**src/rtl/dmac_pkg.sv**
```systemverilog
package dmac_pkg;
    // Register and memory bus widths.
    localparam int unsigned REG_ADDR_W = 8;
    localparam int unsigned REG_DATA_W = 16;
    localparam int unsigned MEM_ADDR_W = 16;

    // Per-channel register window: channel n occupies CH_STRIDE bytes from n * CH_STRIDE.
    localparam logic [7:0] CH_STRIDE = 8'h10;
    localparam logic [3:0] OFS_IO_ADDR = 4'h0;
    localparam logic [3:0] OFS_RAM_ADDR = 4'h4;
    localparam logic [3:0] OFS_COUNT = 4'h8;
    localparam logic [3:0] OFS_CTRL = 4'hc;

    // Global registers.
    localparam logic [7:0] OFS_TRIG_EXP = 8'h80;
    localparam logic [7:0] OFS_IRQ_STATUS = 8'h84;
    localparam logic [7:0] OFS_IRQ_ENABLE = 8'h88;
    localparam logic [7:0] OFS_IRQ_CLEAR = 8'h8c;

    // Field widths and masks.
    localparam int unsigned RAM_ADDR_W = 14;
    localparam int unsigned COUNT_W = 8;
    localparam int unsigned TRIG_EXP_W = 3;
    localparam int unsigned TRIG_SEL_W = TRIG_EXP_W + 2;
    localparam int unsigned NUM_TRIG = 1 << TRIG_SEL_W;
    localparam logic [15:0] IO_ADDR_MASK = 16'h03fe;

    // Channel control register bit positions.
    localparam int unsigned CTL_EN = 0;
    localparam int unsigned CTL_SIZE16 = 1;
    localparam int unsigned CTL_ADDR_FIX = 2;
    localparam int unsigned CTL_TTYP_LO = 3;
    localparam int unsigned CTL_TTYP_HI = 4;
    localparam int unsigned CTL_RAM_TO_IO = 5;
    localparam int unsigned CTL_TC = 7;
    localparam logic [7:0] CTL_WR_MASK = 8'h3f;

    // Reset values.
    localparam logic [7:0] CTRL_RST = 8'h00;
    localparam logic [TRIG_EXP_W-1:0] TRIG_EXP_RST = 3'h0;

    // Access lengths in clock cycles.
    localparam logic [1:0] RAM_ACC_CYC = 2'h1;
    localparam logic [1:0] IO_ACC_CYC = 2'h3;

    // Address and count steps.
    localparam logic [1:0] STEP_BYTE = 2'h1;
    localparam logic [1:0] STEP_HALF = 2'h2;

    typedef enum logic [2:0] {
        ST_IDLE = 3'b000,
        ST_REQ = 3'b001,
        ST_READ = 3'b010,
        ST_WRITE = 3'b011,
        ST_DONE = 3'b100
    } dmac_state_e;
endpackage : dmac_pkg

```
**src/rtl/dmac_chan_if.sv**
```systemverilog
`timescale 1ns/10ps
`default_nettype none
interface dmac_chan_if;
    import dmac_pkg::*;
    logic wr_io;
    logic wr_ram;
    logic wr_cnt;
    logic wr_ctl;
    logic [REG_DATA_W-1:0] wdata;
    logic trig;
    logic done;
    logic pending;
    logic [7:0] ctl;
    logic [REG_DATA_W-1:0] io_addr;
    logic [RAM_ADDR_W-1:0] ram_addr;
    logic [COUNT_W-1:0] count;
    logic tc;

    modport ctrl (output wr_io, wr_ram, wr_cnt, wr_ctl, wdata, trig, done,
                  input pending, ctl, io_addr, ram_addr, count, tc);
    modport chan (input wr_io, wr_ram, wr_cnt, wr_ctl, wdata, trig, done,
                  output pending, ctl, io_addr, ram_addr, count, tc);
endinterface : dmac_chan_if
`default_nettype wire

```
**src/rtl/dmac_chan.sv**
```systemverilog
`timescale 1ns/10ps
`default_nettype none
module dmac_chan (
    input wire logic clk_sys,
    input wire logic resetn,
    dmac_chan_if.chan cif
);
    import dmac_pkg::*;

    logic [7:0] ctl_reg;
    logic tc_reg;
    logic pending_reg;
    logic [REG_DATA_W-1:0] io_addr_reg;
    logic [RAM_ADDR_W-1:0] ram_addr_reg;
    logic [COUNT_W-1:0] count_reg;
    logic [1:0] step;
    logic [COUNT_W:0] count_dec;
    logic borrow;

    // One transfer moves one byte or one halfword.
    assign step = ctl_reg[CTL_SIZE16] ? STEP_HALF : STEP_BYTE;
    assign count_dec = {1'b0, count_reg} - {{(COUNT_W - 1){1'b0}}, step};
    assign borrow = count_dec[COUNT_W];

    // Pending start factor; a new trigger in the finishing cycle survives.
    always_ff @(posedge clk_sys or negedge resetn) begin
        if (!resetn) begin
            pending_reg <= 1'b0;
        end else if (cif.trig && ctl_reg[CTL_EN]) begin
            pending_reg <= 1'b1;
        end else if (cif.done) begin
            pending_reg <= 1'b0;
        end
    end

    // Control bits; the enable drops by itself once the count borrows.
    always_ff @(posedge clk_sys or negedge resetn) begin
        if (!resetn) begin
            ctl_reg <= CTRL_RST;
        end else if (cif.done && borrow) begin
            ctl_reg[CTL_EN] <= 1'b0;
        end else if (cif.wr_ctl) begin
            ctl_reg <= cif.wdata[7:0] & CTL_WR_MASK;
        end
    end

    // Terminal count: set at the borrow, cleared by any control write, set wins.
    always_ff @(posedge clk_sys or negedge resetn) begin
        if (!resetn) begin
            tc_reg <= 1'b0;
        end else if (cif.done && borrow) begin
            tc_reg <= 1'b1;
        end else if (cif.wr_ctl) begin
            tc_reg <= 1'b0;
        end
    end

    // Addresses; the RAM address advances by the unit size unless held fixed.
    always_ff @(posedge clk_sys or negedge resetn) begin
        if (!resetn) begin
            io_addr_reg <= '0;
            ram_addr_reg <= '0;
        end else begin
            if (cif.wr_io) begin
                io_addr_reg <= cif.wdata & IO_ADDR_MASK;
            end
            if (cif.wr_ram) begin
                ram_addr_reg <= cif.wdata[RAM_ADDR_W-1:0];
            end else if (cif.done && !ctl_reg[CTL_ADDR_FIX]) begin
                ram_addr_reg <= ram_addr_reg + {{(RAM_ADDR_W - 2){1'b0}}, step};
            end
        end
    end

    // Count; in halfword mode the written low bit is dropped.
    always_ff @(posedge clk_sys or negedge resetn) begin
        if (!resetn) begin
            count_reg <= '0;
        end else if (cif.wr_cnt) begin
            count_reg <= {cif.wdata[COUNT_W-1:1], cif.wdata[0] & !ctl_reg[CTL_SIZE16]};
        end else if (cif.done) begin
            count_reg <= count_dec[COUNT_W-1:0];
        end
    end

    assign cif.pending = pending_reg;
    assign cif.ctl = {tc_reg, ctl_reg[6:0]};
    assign cif.io_addr = io_addr_reg;
    assign cif.ram_addr = ram_addr_reg;
    assign cif.count = count_reg;
    assign cif.tc = tc_reg;
endmodule : dmac_chan
`default_nettype wire

```
**src/rtl/dmac_top.sv**
```systemverilog
// Notes on behaviour
// - Move data between memory and peripheral registers.
// - Six channels, byte or halfword units.
// - Up to 256 byte transfers per run.
// - Separate completion interrupt per channel.
// - Completion interrupt follows terminal count flag.
// - Fixed priority, channel 0 highest.
// - Selected start factor raises CPU request.
// - RAM access one clock, peripheral three.
// - Served channel's addresses, direction, count used.
// - RAM address steps by unit size.
// - Count steps down; borrow ends the run.
// - Halfword mode ignores written count bit zero.
// - Trigger type bits plus expansion bits select.
`timescale 1ns/10ps
`default_nettype none
module dmac_top #(
    parameter int unsigned NUM_CH = 6
) (
    input wire logic clk_sys,
    input wire logic resetn,
    input wire logic [dmac_pkg::REG_ADDR_W-1:0] reg_addr,
    input wire logic [dmac_pkg::REG_DATA_W-1:0] reg_wdata,
    input wire logic reg_wr,
    input wire logic reg_rd,
    output logic [dmac_pkg::REG_DATA_W-1:0] reg_rdata,
    input wire logic [dmac_pkg::NUM_TRIG-1:0] trig_in,
    output logic cpu_dma_req,
    input wire logic cpu_dma_ack,
    output logic [dmac_pkg::MEM_ADDR_W-1:0] mem_addr,
    output logic mem_is_io,
    output logic mem_rd,
    output logic mem_wr,
    output logic mem_size16,
    output logic [dmac_pkg::REG_DATA_W-1:0] mem_wdata,
    input wire logic [dmac_pkg::REG_DATA_W-1:0] mem_rdata,
    output logic [NUM_CH-1:0] channel_done_irq,
    output logic irq
);
    import dmac_pkg::*;

    // The register map gives each channel a 16-byte window below the globals.
    if (NUM_CH < 1 || NUM_CH > 8) begin : g_bad_num_ch
        $error("dmac_top: NUM_CH must be 1 to 8");
    end

    localparam int unsigned CH_IDX_W = 3;

    dmac_chan_if cif [NUM_CH] ();

    // Flattened views of the channel state.
    logic [NUM_CH-1:0] pend_vec;
    logic [NUM_CH-1:0] tc_vec;
    logic [7:0] ctl_arr [NUM_CH];
    logic [REG_DATA_W-1:0] io_arr [NUM_CH];
    logic [RAM_ADDR_W-1:0] ram_arr [NUM_CH];
    logic [COUNT_W-1:0] cnt_arr [NUM_CH];

    // Bus decode.
    logic [CH_IDX_W-1:0] dec_ch;
    logic [3:0] dec_ofs;
    logic dec_in_ch;

    // Global registers.
    logic [TRIG_EXP_W-1:0] trig_exp_reg;
    logic [NUM_CH-1:0] irq_status_reg;
    logic [NUM_CH-1:0] irq_enable_reg;
    logic [NUM_CH-1:0] tc_prev_reg;
    logic irq_reg;
    logic [REG_DATA_W-1:0] rdata_reg;

    // Transfer engine.
    dmac_state_e state_reg;
    logic [CH_IDX_W-1:0] cur_ch_reg;
    logic [1:0] acc_cnt_reg;
    logic [1:0] acc_len_reg;
    logic [NUM_CH-1:0] done_vec_reg;
    logic cpu_dma_req_reg;
    logic [MEM_ADDR_W-1:0] mem_addr_reg;
    logic mem_is_io_reg;
    logic mem_rd_reg;
    logic mem_wr_reg;
    logic mem_size16_reg;
    logic [REG_DATA_W-1:0] mem_wdata_reg;

    // Priority winner and its programmed fields.
    logic [CH_IDX_W-1:0] win_ch;
    logic any_pend;
    logic [MEM_ADDR_W-1:0] win_ram_addr;
    logic [MEM_ADDR_W-1:0] win_io_addr;
    logic win_ram_to_io;
    logic [MEM_ADDR_W-1:0] cur_dst_addr;
    logic cur_dst_is_io;

    assign dec_ch = reg_addr[6:4];
    assign dec_ofs = reg_addr[3:0];
    assign dec_in_ch = !reg_addr[7] && ({1'b0, dec_ch} < 4'(NUM_CH));

    // One channel block per channel, each fed its selected start factor.
    for (genvar g = 0; g < NUM_CH; g++) begin : g_ch
        logic sel_hit;

        assign sel_hit = dec_in_ch && (dec_ch == CH_IDX_W'(g)) && reg_wr;
        assign cif[g].wr_io = sel_hit && (dec_ofs == OFS_IO_ADDR);
        assign cif[g].wr_ram = sel_hit && (dec_ofs == OFS_RAM_ADDR);
        assign cif[g].wr_cnt = sel_hit && (dec_ofs == OFS_COUNT);
        assign cif[g].wr_ctl = sel_hit && (dec_ofs == OFS_CTRL);
        assign cif[g].wdata = reg_wdata;
        assign cif[g].trig = trig_in[{trig_exp_reg, cif[g].ctl[CTL_TTYP_HI], cif[g].ctl[CTL_TTYP_LO]}];
        assign cif[g].done = done_vec_reg[g];

        assign pend_vec[g] = cif[g].pending;
        assign tc_vec[g] = cif[g].tc;
        assign ctl_arr[g] = cif[g].ctl;
        assign io_arr[g] = cif[g].io_addr;
        assign ram_arr[g] = cif[g].ram_addr;
        assign cnt_arr[g] = cif[g].count;

        dmac_chan u_chan (
            .clk_sys(clk_sys),
            .resetn(resetn),
            .cif(cif[g])
        );
    end

    // Fixed priority: scanning downward lets the lowest pending index win.
    always_comb begin
        win_ch = '0;
        any_pend = 1'b0;
        for (int i = NUM_CH - 1; i >= 0; i--) begin
            if (pend_vec[i]) begin
                win_ch = CH_IDX_W'(i);
                any_pend = 1'b1;
            end
        end
    end

    // The winner's addresses and direction feed the access setup.
    assign win_ram_addr = MEM_ADDR_W'(ram_arr[win_ch]);
    assign win_io_addr = io_arr[win_ch];
    assign win_ram_to_io = ctl_arr[win_ch][CTL_RAM_TO_IO];
    assign cur_dst_is_io = ctl_arr[cur_ch_reg][CTL_RAM_TO_IO];
    assign cur_dst_addr = cur_dst_is_io ? io_arr[cur_ch_reg] : MEM_ADDR_W'(ram_arr[cur_ch_reg]);

    // Transfer sequencer. The bus request is held for the whole read and
    // write pair, so the CPU cannot slip in between the two halves.
    always_ff @(posedge clk_sys or negedge resetn) begin
        if (!resetn) begin
            state_reg <= ST_IDLE;
            cur_ch_reg <= '0;
            acc_cnt_reg <= '0;
            acc_len_reg <= RAM_ACC_CYC;
            done_vec_reg <= '0;
            cpu_dma_req_reg <= 1'b0;
            mem_addr_reg <= '0;
            mem_is_io_reg <= 1'b0;
            mem_rd_reg <= 1'b0;
            mem_wr_reg <= 1'b0;
            mem_size16_reg <= 1'b0;
            mem_wdata_reg <= '0;
        end else begin
            done_vec_reg <= '0;
            unique case (state_reg)
                ST_IDLE: begin
                    if (any_pend) begin
                        cpu_dma_req_reg <= 1'b1;
                        state_reg <= ST_REQ;
                    end
                end
                ST_REQ: begin
                    // The winner is chosen at the acknowledge, so a request
                    // that arrived during the wait can still take precedence.
                    if (cpu_dma_ack) begin
                        cur_ch_reg <= win_ch;
                        mem_size16_reg <= ctl_arr[win_ch][CTL_SIZE16];
                        mem_is_io_reg <= !win_ram_to_io;
                        mem_addr_reg <= win_ram_to_io ? win_ram_addr : win_io_addr;
                        acc_len_reg <= win_ram_to_io ? RAM_ACC_CYC : IO_ACC_CYC;
                        acc_cnt_reg <= '0;
                        mem_rd_reg <= 1'b1;
                        state_reg <= ST_READ;
                    end
                end
                ST_READ: begin
                    if (acc_cnt_reg == acc_len_reg - 2'h1) begin
                        mem_rd_reg <= 1'b0;
                        mem_wr_reg <= 1'b1;
                        mem_wdata_reg <= mem_rdata;
                        mem_addr_reg <= cur_dst_addr;
                        mem_is_io_reg <= cur_dst_is_io;
                        acc_len_reg <= cur_dst_is_io ? IO_ACC_CYC : RAM_ACC_CYC;
                        acc_cnt_reg <= '0;
                        state_reg <= ST_WRITE;
                    end else begin
                        acc_cnt_reg <= acc_cnt_reg + 2'h1;
                    end
                end
                ST_WRITE: begin
                    if (acc_cnt_reg == acc_len_reg - 2'h1) begin
                        mem_wr_reg <= 1'b0;
                        cpu_dma_req_reg <= 1'b0;
                        done_vec_reg <= NUM_CH'(1) << cur_ch_reg;
                        state_reg <= ST_DONE;
                    end else begin
                        acc_cnt_reg <= acc_cnt_reg + 2'h1;
                    end
                end
                ST_DONE: begin
                    // One settling cycle lets the served channel drop its
                    // pending flag before the next arbitration.
                    state_reg <= ST_IDLE;
                end
                default: begin
                    state_reg <= ST_IDLE;
                    cpu_dma_req_reg <= 1'b0;
                    mem_rd_reg <= 1'b0;
                    mem_wr_reg <= 1'b0;
                end
            endcase
        end
    end

    // Trigger expansion register.
    always_ff @(posedge clk_sys or negedge resetn) begin
        if (!resetn) begin
            trig_exp_reg <= TRIG_EXP_RST;
        end else if (reg_wr && reg_addr == OFS_TRIG_EXP) begin
            trig_exp_reg <= reg_wdata[TRIG_EXP_W-1:0];
        end
    end

    // Interrupt enable register.
    always_ff @(posedge clk_sys or negedge resetn) begin
        if (!resetn) begin
            irq_enable_reg <= '0;
        end else if (reg_wr && reg_addr == OFS_IRQ_ENABLE) begin
            irq_enable_reg <= reg_wdata[NUM_CH-1:0];
        end
    end

    // Sticky status, set by the rising terminal count; a set beats a clear
    // that lands in the same cycle.
    always_ff @(posedge clk_sys or negedge resetn) begin
        if (!resetn) begin
            tc_prev_reg <= '0;
            irq_status_reg <= '0;
        end else begin
            tc_prev_reg <= tc_vec;
            if (reg_wr && reg_addr == OFS_IRQ_CLEAR) begin
                irq_status_reg <= (irq_status_reg & ~reg_wdata[NUM_CH-1:0]) | (tc_vec & ~tc_prev_reg);
            end else begin
                irq_status_reg <= irq_status_reg | (tc_vec & ~tc_prev_reg);
            end
        end
    end

    // Combined interrupt, registered to keep the output glitch free.
    always_ff @(posedge clk_sys or negedge resetn) begin
        if (!resetn) begin
            irq_reg <= 1'b0;
        end else begin
            irq_reg <= |(irq_status_reg & irq_enable_reg);
        end
    end

    // Read data, valid only in the cycle after the strobe; unmapped reads give zero.
    always_ff @(posedge clk_sys or negedge resetn) begin
        if (!resetn) begin
            rdata_reg <= '0;
        end else begin
            rdata_reg <= '0;
            if (reg_rd) begin
                if (dec_in_ch) begin
                    unique case (dec_ofs)
                        OFS_IO_ADDR: rdata_reg <= io_arr[dec_ch];
                        OFS_RAM_ADDR: rdata_reg <= REG_DATA_W'(ram_arr[dec_ch]);
                        OFS_COUNT: rdata_reg <= REG_DATA_W'(cnt_arr[dec_ch]);
                        OFS_CTRL: rdata_reg <= REG_DATA_W'(ctl_arr[dec_ch]);
                        default: rdata_reg <= '0;
                    endcase
                end else if (reg_addr == OFS_TRIG_EXP) begin
                    rdata_reg <= REG_DATA_W'(trig_exp_reg);
                end else if (reg_addr == OFS_IRQ_STATUS) begin
                    rdata_reg <= REG_DATA_W'(irq_status_reg);
                end else if (reg_addr == OFS_IRQ_ENABLE) begin
                    rdata_reg <= REG_DATA_W'(irq_enable_reg);
                end
            end
        end
    end

    // Each channel's completion line is its terminal count flag.
    assign channel_done_irq = tc_vec;
    assign irq = irq_reg;
    assign reg_rdata = rdata_reg;
    assign cpu_dma_req = cpu_dma_req_reg;
    assign mem_addr = mem_addr_reg;
    assign mem_is_io = mem_is_io_reg;
    assign mem_rd = mem_rd_reg;
    assign mem_wr = mem_wr_reg;
    assign mem_size16 = mem_size16_reg;
    assign mem_wdata = mem_wdata_reg;
endmodule : dmac_top
`default_nettype wire

```
**config.mk**
```make
export PLATFORM = sky130hd
export DESIGN_NAME = dmac_top
export DESIGN_NICKNAME = d
export VERILOG_FILES = /design/src/rtl/dmac_pkg.sv /design/src/rtl/dmac_chan_if.sv /design/src/rtl/dmac_chan.sv /design/src/rtl/dmac_top.sv
export SDC_FILE = /design/constraint.sdc
export NUM_CORES = 1
export LEC_CHECK = 0
export ABC_CLOCK_PERIOD_IN_PS = 2200
export BUFFER_PORTS_ARGS = -buffer_cell sky130_fd_sc_hd__buf_2
export CAP_MARGIN = 5
export CORE_MARGIN = 3
export CORE_UTILIZATION = 55
export CTS_BUF_LIST = sky130_fd_sc_hd__clkbuf_16
export CTS_CLUSTER_SIZE = 40
export DETAILED_ROUTE_END_ITERATION = 10
export PLACE_DENSITY_LB_ADDON = 0.25
export SLEW_MARGIN = 10
export SYNTH_ARGS = -nofsm -noshare
export SYNTH_HDL_FRONTEND = slang
export SYNTH_HIERARCHICAL = 1
export SYNTH_SLANG_ARGS = --single-unit
export TNS_END_PERCENT = 1
```
**constraint.sdc**
```tcl
create_clock -name clk_sys -period 2.2 [get_ports clk_sys]
set_clock_uncertainty 0.15 [all_clocks]
set_input_delay 0.33 -clock clk_sys [delete_from_list [all_inputs] [get_ports clk_sys]]
set_output_delay 0.33 -clock clk_sys [all_outputs]
set_load 0.02 [all_outputs]
```
# After elaboration in Yosys (flattened, before gate mapping)

Cells that the tools add are included.

Add/subtract/negate cells: 14
$mul: 0
Divide/modulo/power cells: 0
Order comparisons: 10
Equality and inequality tests: 22
Shift-type cells: 1
Muxes and demuxes: 158
Bitwise logic cells: 25
Reductions and logical operators: 119

Operator list:

| cell                                                                          | number |
|---|---|
| 14-bit two-way mux                                                            | 18 |
| 16-bit two-way mux                                                            | 12 |
| 16-bit binary-select mux with 3-bit select                                    | 3 |
| 8-bit two-way mux                                                             | 16 |
| 14-bit binary-select mux with 3-bit select                                    | 3 |
| 8-bit binary-select mux with 3-bit select                                     | 4 |
| 14-bit by 2-bit adder with 14-bit output                                      | 6 |
| 16-bit one-hot mux with 4 select lines                                        | 1 |
| 6-bit two-way mux                                                             | 10 |
| 1-bit logical AND                                                             | 58 |
| 1-bit two-way mux                                                             | 54 |
| 8-bit by 2-bit subtractor with 9-bit output                                   | 6 |
| 2-bit nonzero test                                                            | 25 |
| 5-bit by 6-bit less-than comparator with 1-bit output (second input constant) | 6 |
| 8-bit == test (second input constant)                                         | 4 |
| 16-bit one-hot mux with 2 select lines                                        | 1 |
| 1-bit binary-select mux with 5-bit select                                     | 6 |
| 3-bit two-way mux                                                             | 10 |
| 2-bit two-way mux                                                             | 13 |
| 6-bit AND                                                                     | 3 |
| 2-bit AND reduction                                                           | 8 |
| 3-bit AND reduction                                                           | 5 |
| 1-bit zero test                                                               | 14 |
| 3-bit by 2-bit == test with 1-bit output (second input constant)              | 4 |
| 27 further kinds                                                              | 59 |

Flip-flop bits (word level): 325
Latch bits: 0
RAM bits: 0
Memory bits (read-only): 0
Input port bits: 77
Output and inout bits: 60
Word-level logic and storage cells: 409
Memories kept: 0

# Logic depth before layout (Yosys ltp)

Depth after elaboration: 13
Mapped depth: 11
Mapped depth without buffers: 8

# By module

Netlist, hierarchy kept.

By module, submodules not included:

| module    | times used | cells an instance | area an instance (um^2) |
|---|---|---|---|
| dmac_chan | 6          | 193               | 2006.9 |
| dmac_top  | 1          | 1136              | 10939.2 |

# Worst setup path after synthesis

Ideal clock, no wire load.

Path type: input -> register
From: input reg_addr[4] (netlist bit)
To: register g_ch[2].u_chan.io_addr_reg[1]
Library setup time: 125 ps
Arrival time: 2307 ps
Path slack: -382 ps
Stages on the path: 8
Path buffers: 5
Path through: buf_4 > buf_4 > buf_4 > buf_4 > or3b_2 > nor2_1 > clkbuf_1 > mux2_2

Cells in the longest elaborated chain, start to end: 5
Elaborated cells between the ends (all ways): 6
Classes of those cells: order compare (1); eq/ne (1); reduce/logical (4)

Ends and longest elaborated chain:

| what                                | line              | source |
|---|---|---|
| from (decl)                         | dmac_top.sv:22    | `input wire logic [dmac_pkg::REG_ADDR_W-1:0] reg_addr,` |
| 3-bit less-than comparator          | dmac_top.sv:97    | `assign dec_in_ch = !reg_addr[7] && ({1'b0, dec_ch} < 4'(NUM_CH));` |
| 1-bit logical AND                   | dmac_top.sv:97    |  |
| 1-bit logical AND (*) (2 in series) | dmac_top.sv:103   | `assign sel_hit = dec_in_ch && (dec_ch == CH_IDX_W'(g)) && reg_wr;` |
| 1-bit logical AND (*)               | dmac_top.sv:104   | `assign cif[g].wr_io = sel_hit && (dec_ofs == OFS_IO_ADDR);` |
| via cif[2].wr_io                    | dmac_chan_if.sv:5 | `logic wr_io;` |
| to (signal assigned)                | dmac_chan.sv:65   | `io_addr_reg <= cif.wdata & IO_ADDR_MASK;` |
| to (decl)                           | dmac_chan.sv:13   | `logic [REG_DATA_W-1:0] io_addr_reg;` |

The timed path passes the listed nets; every way through them passes the cells marked *.
A chain may end at the register's enable or synchronous reset.

# Worst setup path in the final report

From: register cur_ch_reg[0]
To: register mem_addr_reg[6], in the netlist mem_addr[6]

Cells in the longest elaborated chain, start to end: 7
Elaborated cells between the ends (all ways): 13
Classes of those cells: mux (12); bitwise (1)

Ends and longest elaborated chain:

| what                                                                                 | line                             | source |
|---|---|---|
| from (decl)                                                                          | dmac_top.sv:74                   | `logic [CH_IDX_W-1:0] cur_ch_reg;` |
| from (signal assigned)                                                               | dmac_top.sv:174                  | `cur_ch_reg <= win_ch;` |
| 3-bit NOT with 4-bit output (not written as such) (*)                                | dmac_top.sv:142, dmac_top.sv:143 |  |
| 14-bit binary-select mux with 3-bit select, or another cell as far along             | dmac_top.sv:143                  | `assign cur_dst_addr = cur_dst_is_io ? io_arr[cur_ch_reg] : MEM_ADDR_W'(ram_arr[cur_ch_reg]);` |
| 14-bit two-way mux (not written as such), or another cell as far along (2 in series) | dmac_top.sv:143                  |  |
| 16-bit two-way mux (*)                                                               | dmac_top.sv:143                  |  |
| 16-bit two-way mux (*)                                                               | dmac_top.sv:185                  | `if (acc_cnt_reg == acc_len_reg - 2'h1) begin` |
| 16-bit one-hot mux with 2 select lines (*)                                           | dmac_top.sv:163                  | `unique case (state_reg)` |
| to (signal assigned)                                                                 | dmac_top.sv:177                  | `mem_addr_reg <= win_ram_to_io ? win_ram_addr : win_io_addr;` |
| to (signal assigned)                                                                 | dmac_top.sv:189                  | `mem_addr_reg <= cur_dst_addr;` |
| to (decl)                                                                            | dmac_top.sv:79                   | `logic [MEM_ADDR_W-1:0] mem_addr_reg;` |

Every way passes the cells marked *; elsewhere a longest branch is shown, timed or not. The select of a mux whose other input is x is not followed.

==> qor.txt <==
Max-slew headroom: 0.457
R2R cell count: 6
Highest fanout seen on the critical path: 8
Worst Min Path Start: reg_wdata[8]
Lkg Pwr: 12.0 nW
CP cell instances: mux4_2, a21oi_4, buf_12, or2b_4, o22ai_1, a211o_1
Clock Latency Late Sink: 0.57 ns
Antenna violations before repair: 2
Max Slew Vio Count: 0
Most frequent cells in the layout: dfrtp_1 (317), buf_4 (288), nand2_1 (236)
Clk pin slew, worst setup/hold paths: 0.07 ns
Worst Setup End Kind: flip-flop
Core area: 41000 um2
DR pass1 iterations: 6
Top_reg_cell synth: dfrtp_1
Via count: 20800
Final setup violation count: 28
Netlist Area Pre-Place: 23000 um2
Synth cell types: 69
CTS tree: yes
DRT iter0 DRCs: 2670
Vias in the first global route: 20500
Number of enable flip-flop cells after synthesis: 0
Register area share after synthesis: 0.352
Total congestion overflow: 0
Maxcap violations: 0
Endpoints failing hold: 0
CTS sink cnt: 323
Final Power: 26.3 mW
Synth Instances: 2294
Final ANT Viol Nets: 0
Setup crit start kind: flip-flop
IO Pins: 137
Violated checks: negative setup slack
Die height: 210 um
H-tree levels: 2
Max reg flops: 84
CP required: 2.49 ns
First-pass GRT wire length: 124000 um
Synthesized flop and latch total: 323
Post-DR wirelength/cell: 25.7 um
Crit path kind: flip-flop to flip-flop
Slowest CP cell: mux4_2
Final Cycle Share: 1.04
Full die area: 44300 um2
Worst path arrival time: 2.58 ns
Worst setup path endpoint: mem_addr[6]
Worst setup margin: -0.0918 ns
DRC: 0
Worst path max stage delay: 0.58 ns
Final min period: 2.29 ns
Warning count from the yosys run: 6
Crit path launch: cur_ch_reg[0]
PwrDens: 932 nW/um2
Die width: 210 um
Worst R2R Setup Slack: -0.09 ns
Max Freq: 436 MHz
Slew @ Worst Pin: 0.814 ns
Layout area overhead: 23.1%
IO Port Bufs: 134
Status: complete, but fails checks
VDD IR max: 0.704 mV
GRT Total Usage: 0.370
Nets: 2769
Starting Density: 0.560
R2R Path Start: cur_ch_reg[0]
Post-detail-place hpwl: 61300 um
Commonest non-fill, non-tap cell in the layout: dfrtp_1
Root buffer cell: clkbuf_16
Async set-or-reset flop fraction in the synthesized netlist: 1.00
Vias per cell: 6.48
Ant diodes: 0
Hold Path Class: input pin to flip-flop
Clock Path Buffers: 3
CTS buffer count: 38
FILL cells: 3088
Largest net degree at the start of global routing: 75
Routed wire length: 82600 um
Fin Setup TNS: -0.967 ns
Share of layout cells above drive strength 1: 0.320
Mean Syn Cell Area: 10.0 um2
Utilization after layout: 0.689
Worst reg2reg endpoint: mem_addr[6]
RSZ-0062 raised after global routing: true
Std-Cell Rows: 74
Place WS: -0.295 ns
Placer Congestion: 1.01
stage by stage:
step / instance area, um2 / hold WS, ns / cells
6_report: 28300 / 0.0313 / 3217
5_1_grt: 28300 / 0.0353 / 3217
4_1_cts: 28000 / 0.00255 / 3218
3_5_place_dp: 26200 / 0.0940 / 3119
3_3_place_gp: 26200 / 0.0910 / 3119
2_1_floorplan: 23200 / -0.116 / 2336
worst min path at each step:
stage                                     end  slack [ns]  depth (start not counted)
3_3_place_gp                     reg_rdata[5]        0.09                          1
3_5_place_dp                irq_status_reg[5]        0.09                          1
6_report       g_ch[5].u_chan/cif.ram_addr[8]        0.03                          3
5_1_grt        g_ch[1].u_chan/cif.ram_addr[8]        0.04                          3
2_1_floorplan                  acc_cnt_reg[0]       -0.12                          0
4_1_cts        g_ch[0].u_chan/cif.ram_addr[8]       0.003                          3
what timing repair did:
| action | in CTS | in global routing |
|---|---|---|
| hold endpoints to repair | 361 | 0 |
| endpoints found under the setup margin | 81 | 86 |
| gates cloned | 1 | 0 |
| hold buffers | 21 | 0 |
| pin swaps | 11 | 9 |
| gates resized for setup | 78 | 67 |
| buffers inserted | 8 | 0 |
cell type report:
type                            instances  area (um2)  area share
Inverter                              110         418      0.0148
Tap cell                              532         666      0.0235
Multi-Input combinational cell       1702       14100       0.499
Clock inverter                         30         208     0.00734
Timing Repair Buffer                  481        3800       0.134
Sequential cell                       323        8090       0.286
Clock buffer                           39         976      0.0345
critical path: cells and delay by family (launching register included):
family	cells	cell delay (ns)
AOI/OAI and AO/OA	3	0.60
buffers and inverters	1	0.17
DFF	1	0.44
muxes	1	0.58
and+or+nand+nor	1	0.20
cells in the mapped netlist, types with 14 or more instances:
cell type | instances | share of area
nand2b_1 | 15 | 0.0041
nor2_1 | 118 | 0.019
buf_4 | 74 | 0.024
mux2_1 | 30 | 0.015
o21ai_1 | 86 | 0.019
or3_1 | 14 | 0.0038
buf_2 | 43 | 0.0094
nand4_1 | 29 | 0.0079
nand2_1 | 243 | 0.040
nor2b_1 | 36 | 0.0098
nand3_1 | 29 | 0.0063
xnor2_1 | 73 | 0.028
o21ai_0 | 89 | 0.019
xor2_1 | 26 | 0.0099
a21oi_1 | 73 | 0.016
clkbuf_1 | 72 | 0.012
a31oi_1 | 21 | 0.0057
inv_1 | 110 | 0.018
mux2i_1 | 189 | 0.082
dfrtp_1 | 323 | 0.35
mux4_2 | 107 | 0.10
nor3_1 | 39 | 0.0085
mux2_2 | 111 | 0.054
nor4_1 | 23 | 0.0063
a211oi_1 | 20 | 0.0065
o22ai_1 | 66 | 0.018
a22oi_1 | 16 | 0.0052
ha_1 | 24 | 0.013
report_power, final:
part | switching [mW] | leakage (nW) | internal (mW)
sequential | 1.52 | 3.76 | 7.04
combinational | 6.33 | 7.56 | 5.29
clock | 2.61 | 0.627 | 3.56
total | 10.5 | 12.0 | 15.9
metal layers:
metal	vias up	share of wire	track usage
met5	-	0	0
met4	0	0.036	0.122
met3	199	0.13	0.109
met2	1214	0.43	0.545
met1	10400	0.40	0.529
li1	9048	-	-
logic make-up (layout without fill, tap and decap cells):
group	count (synthesis)	in the layout	synth area share
other cells	6	48	0.000980
buf+inv	311	660	0.0662
simple gates	619	619	0.135
fa+ha+maj	36	36	0.0235
xor+xnor	99	99	0.0377
flops	323	323	0.352
compound gates	457	457	0.122
mux	443	443	0.263
Power figures use the tool's default switching activity.
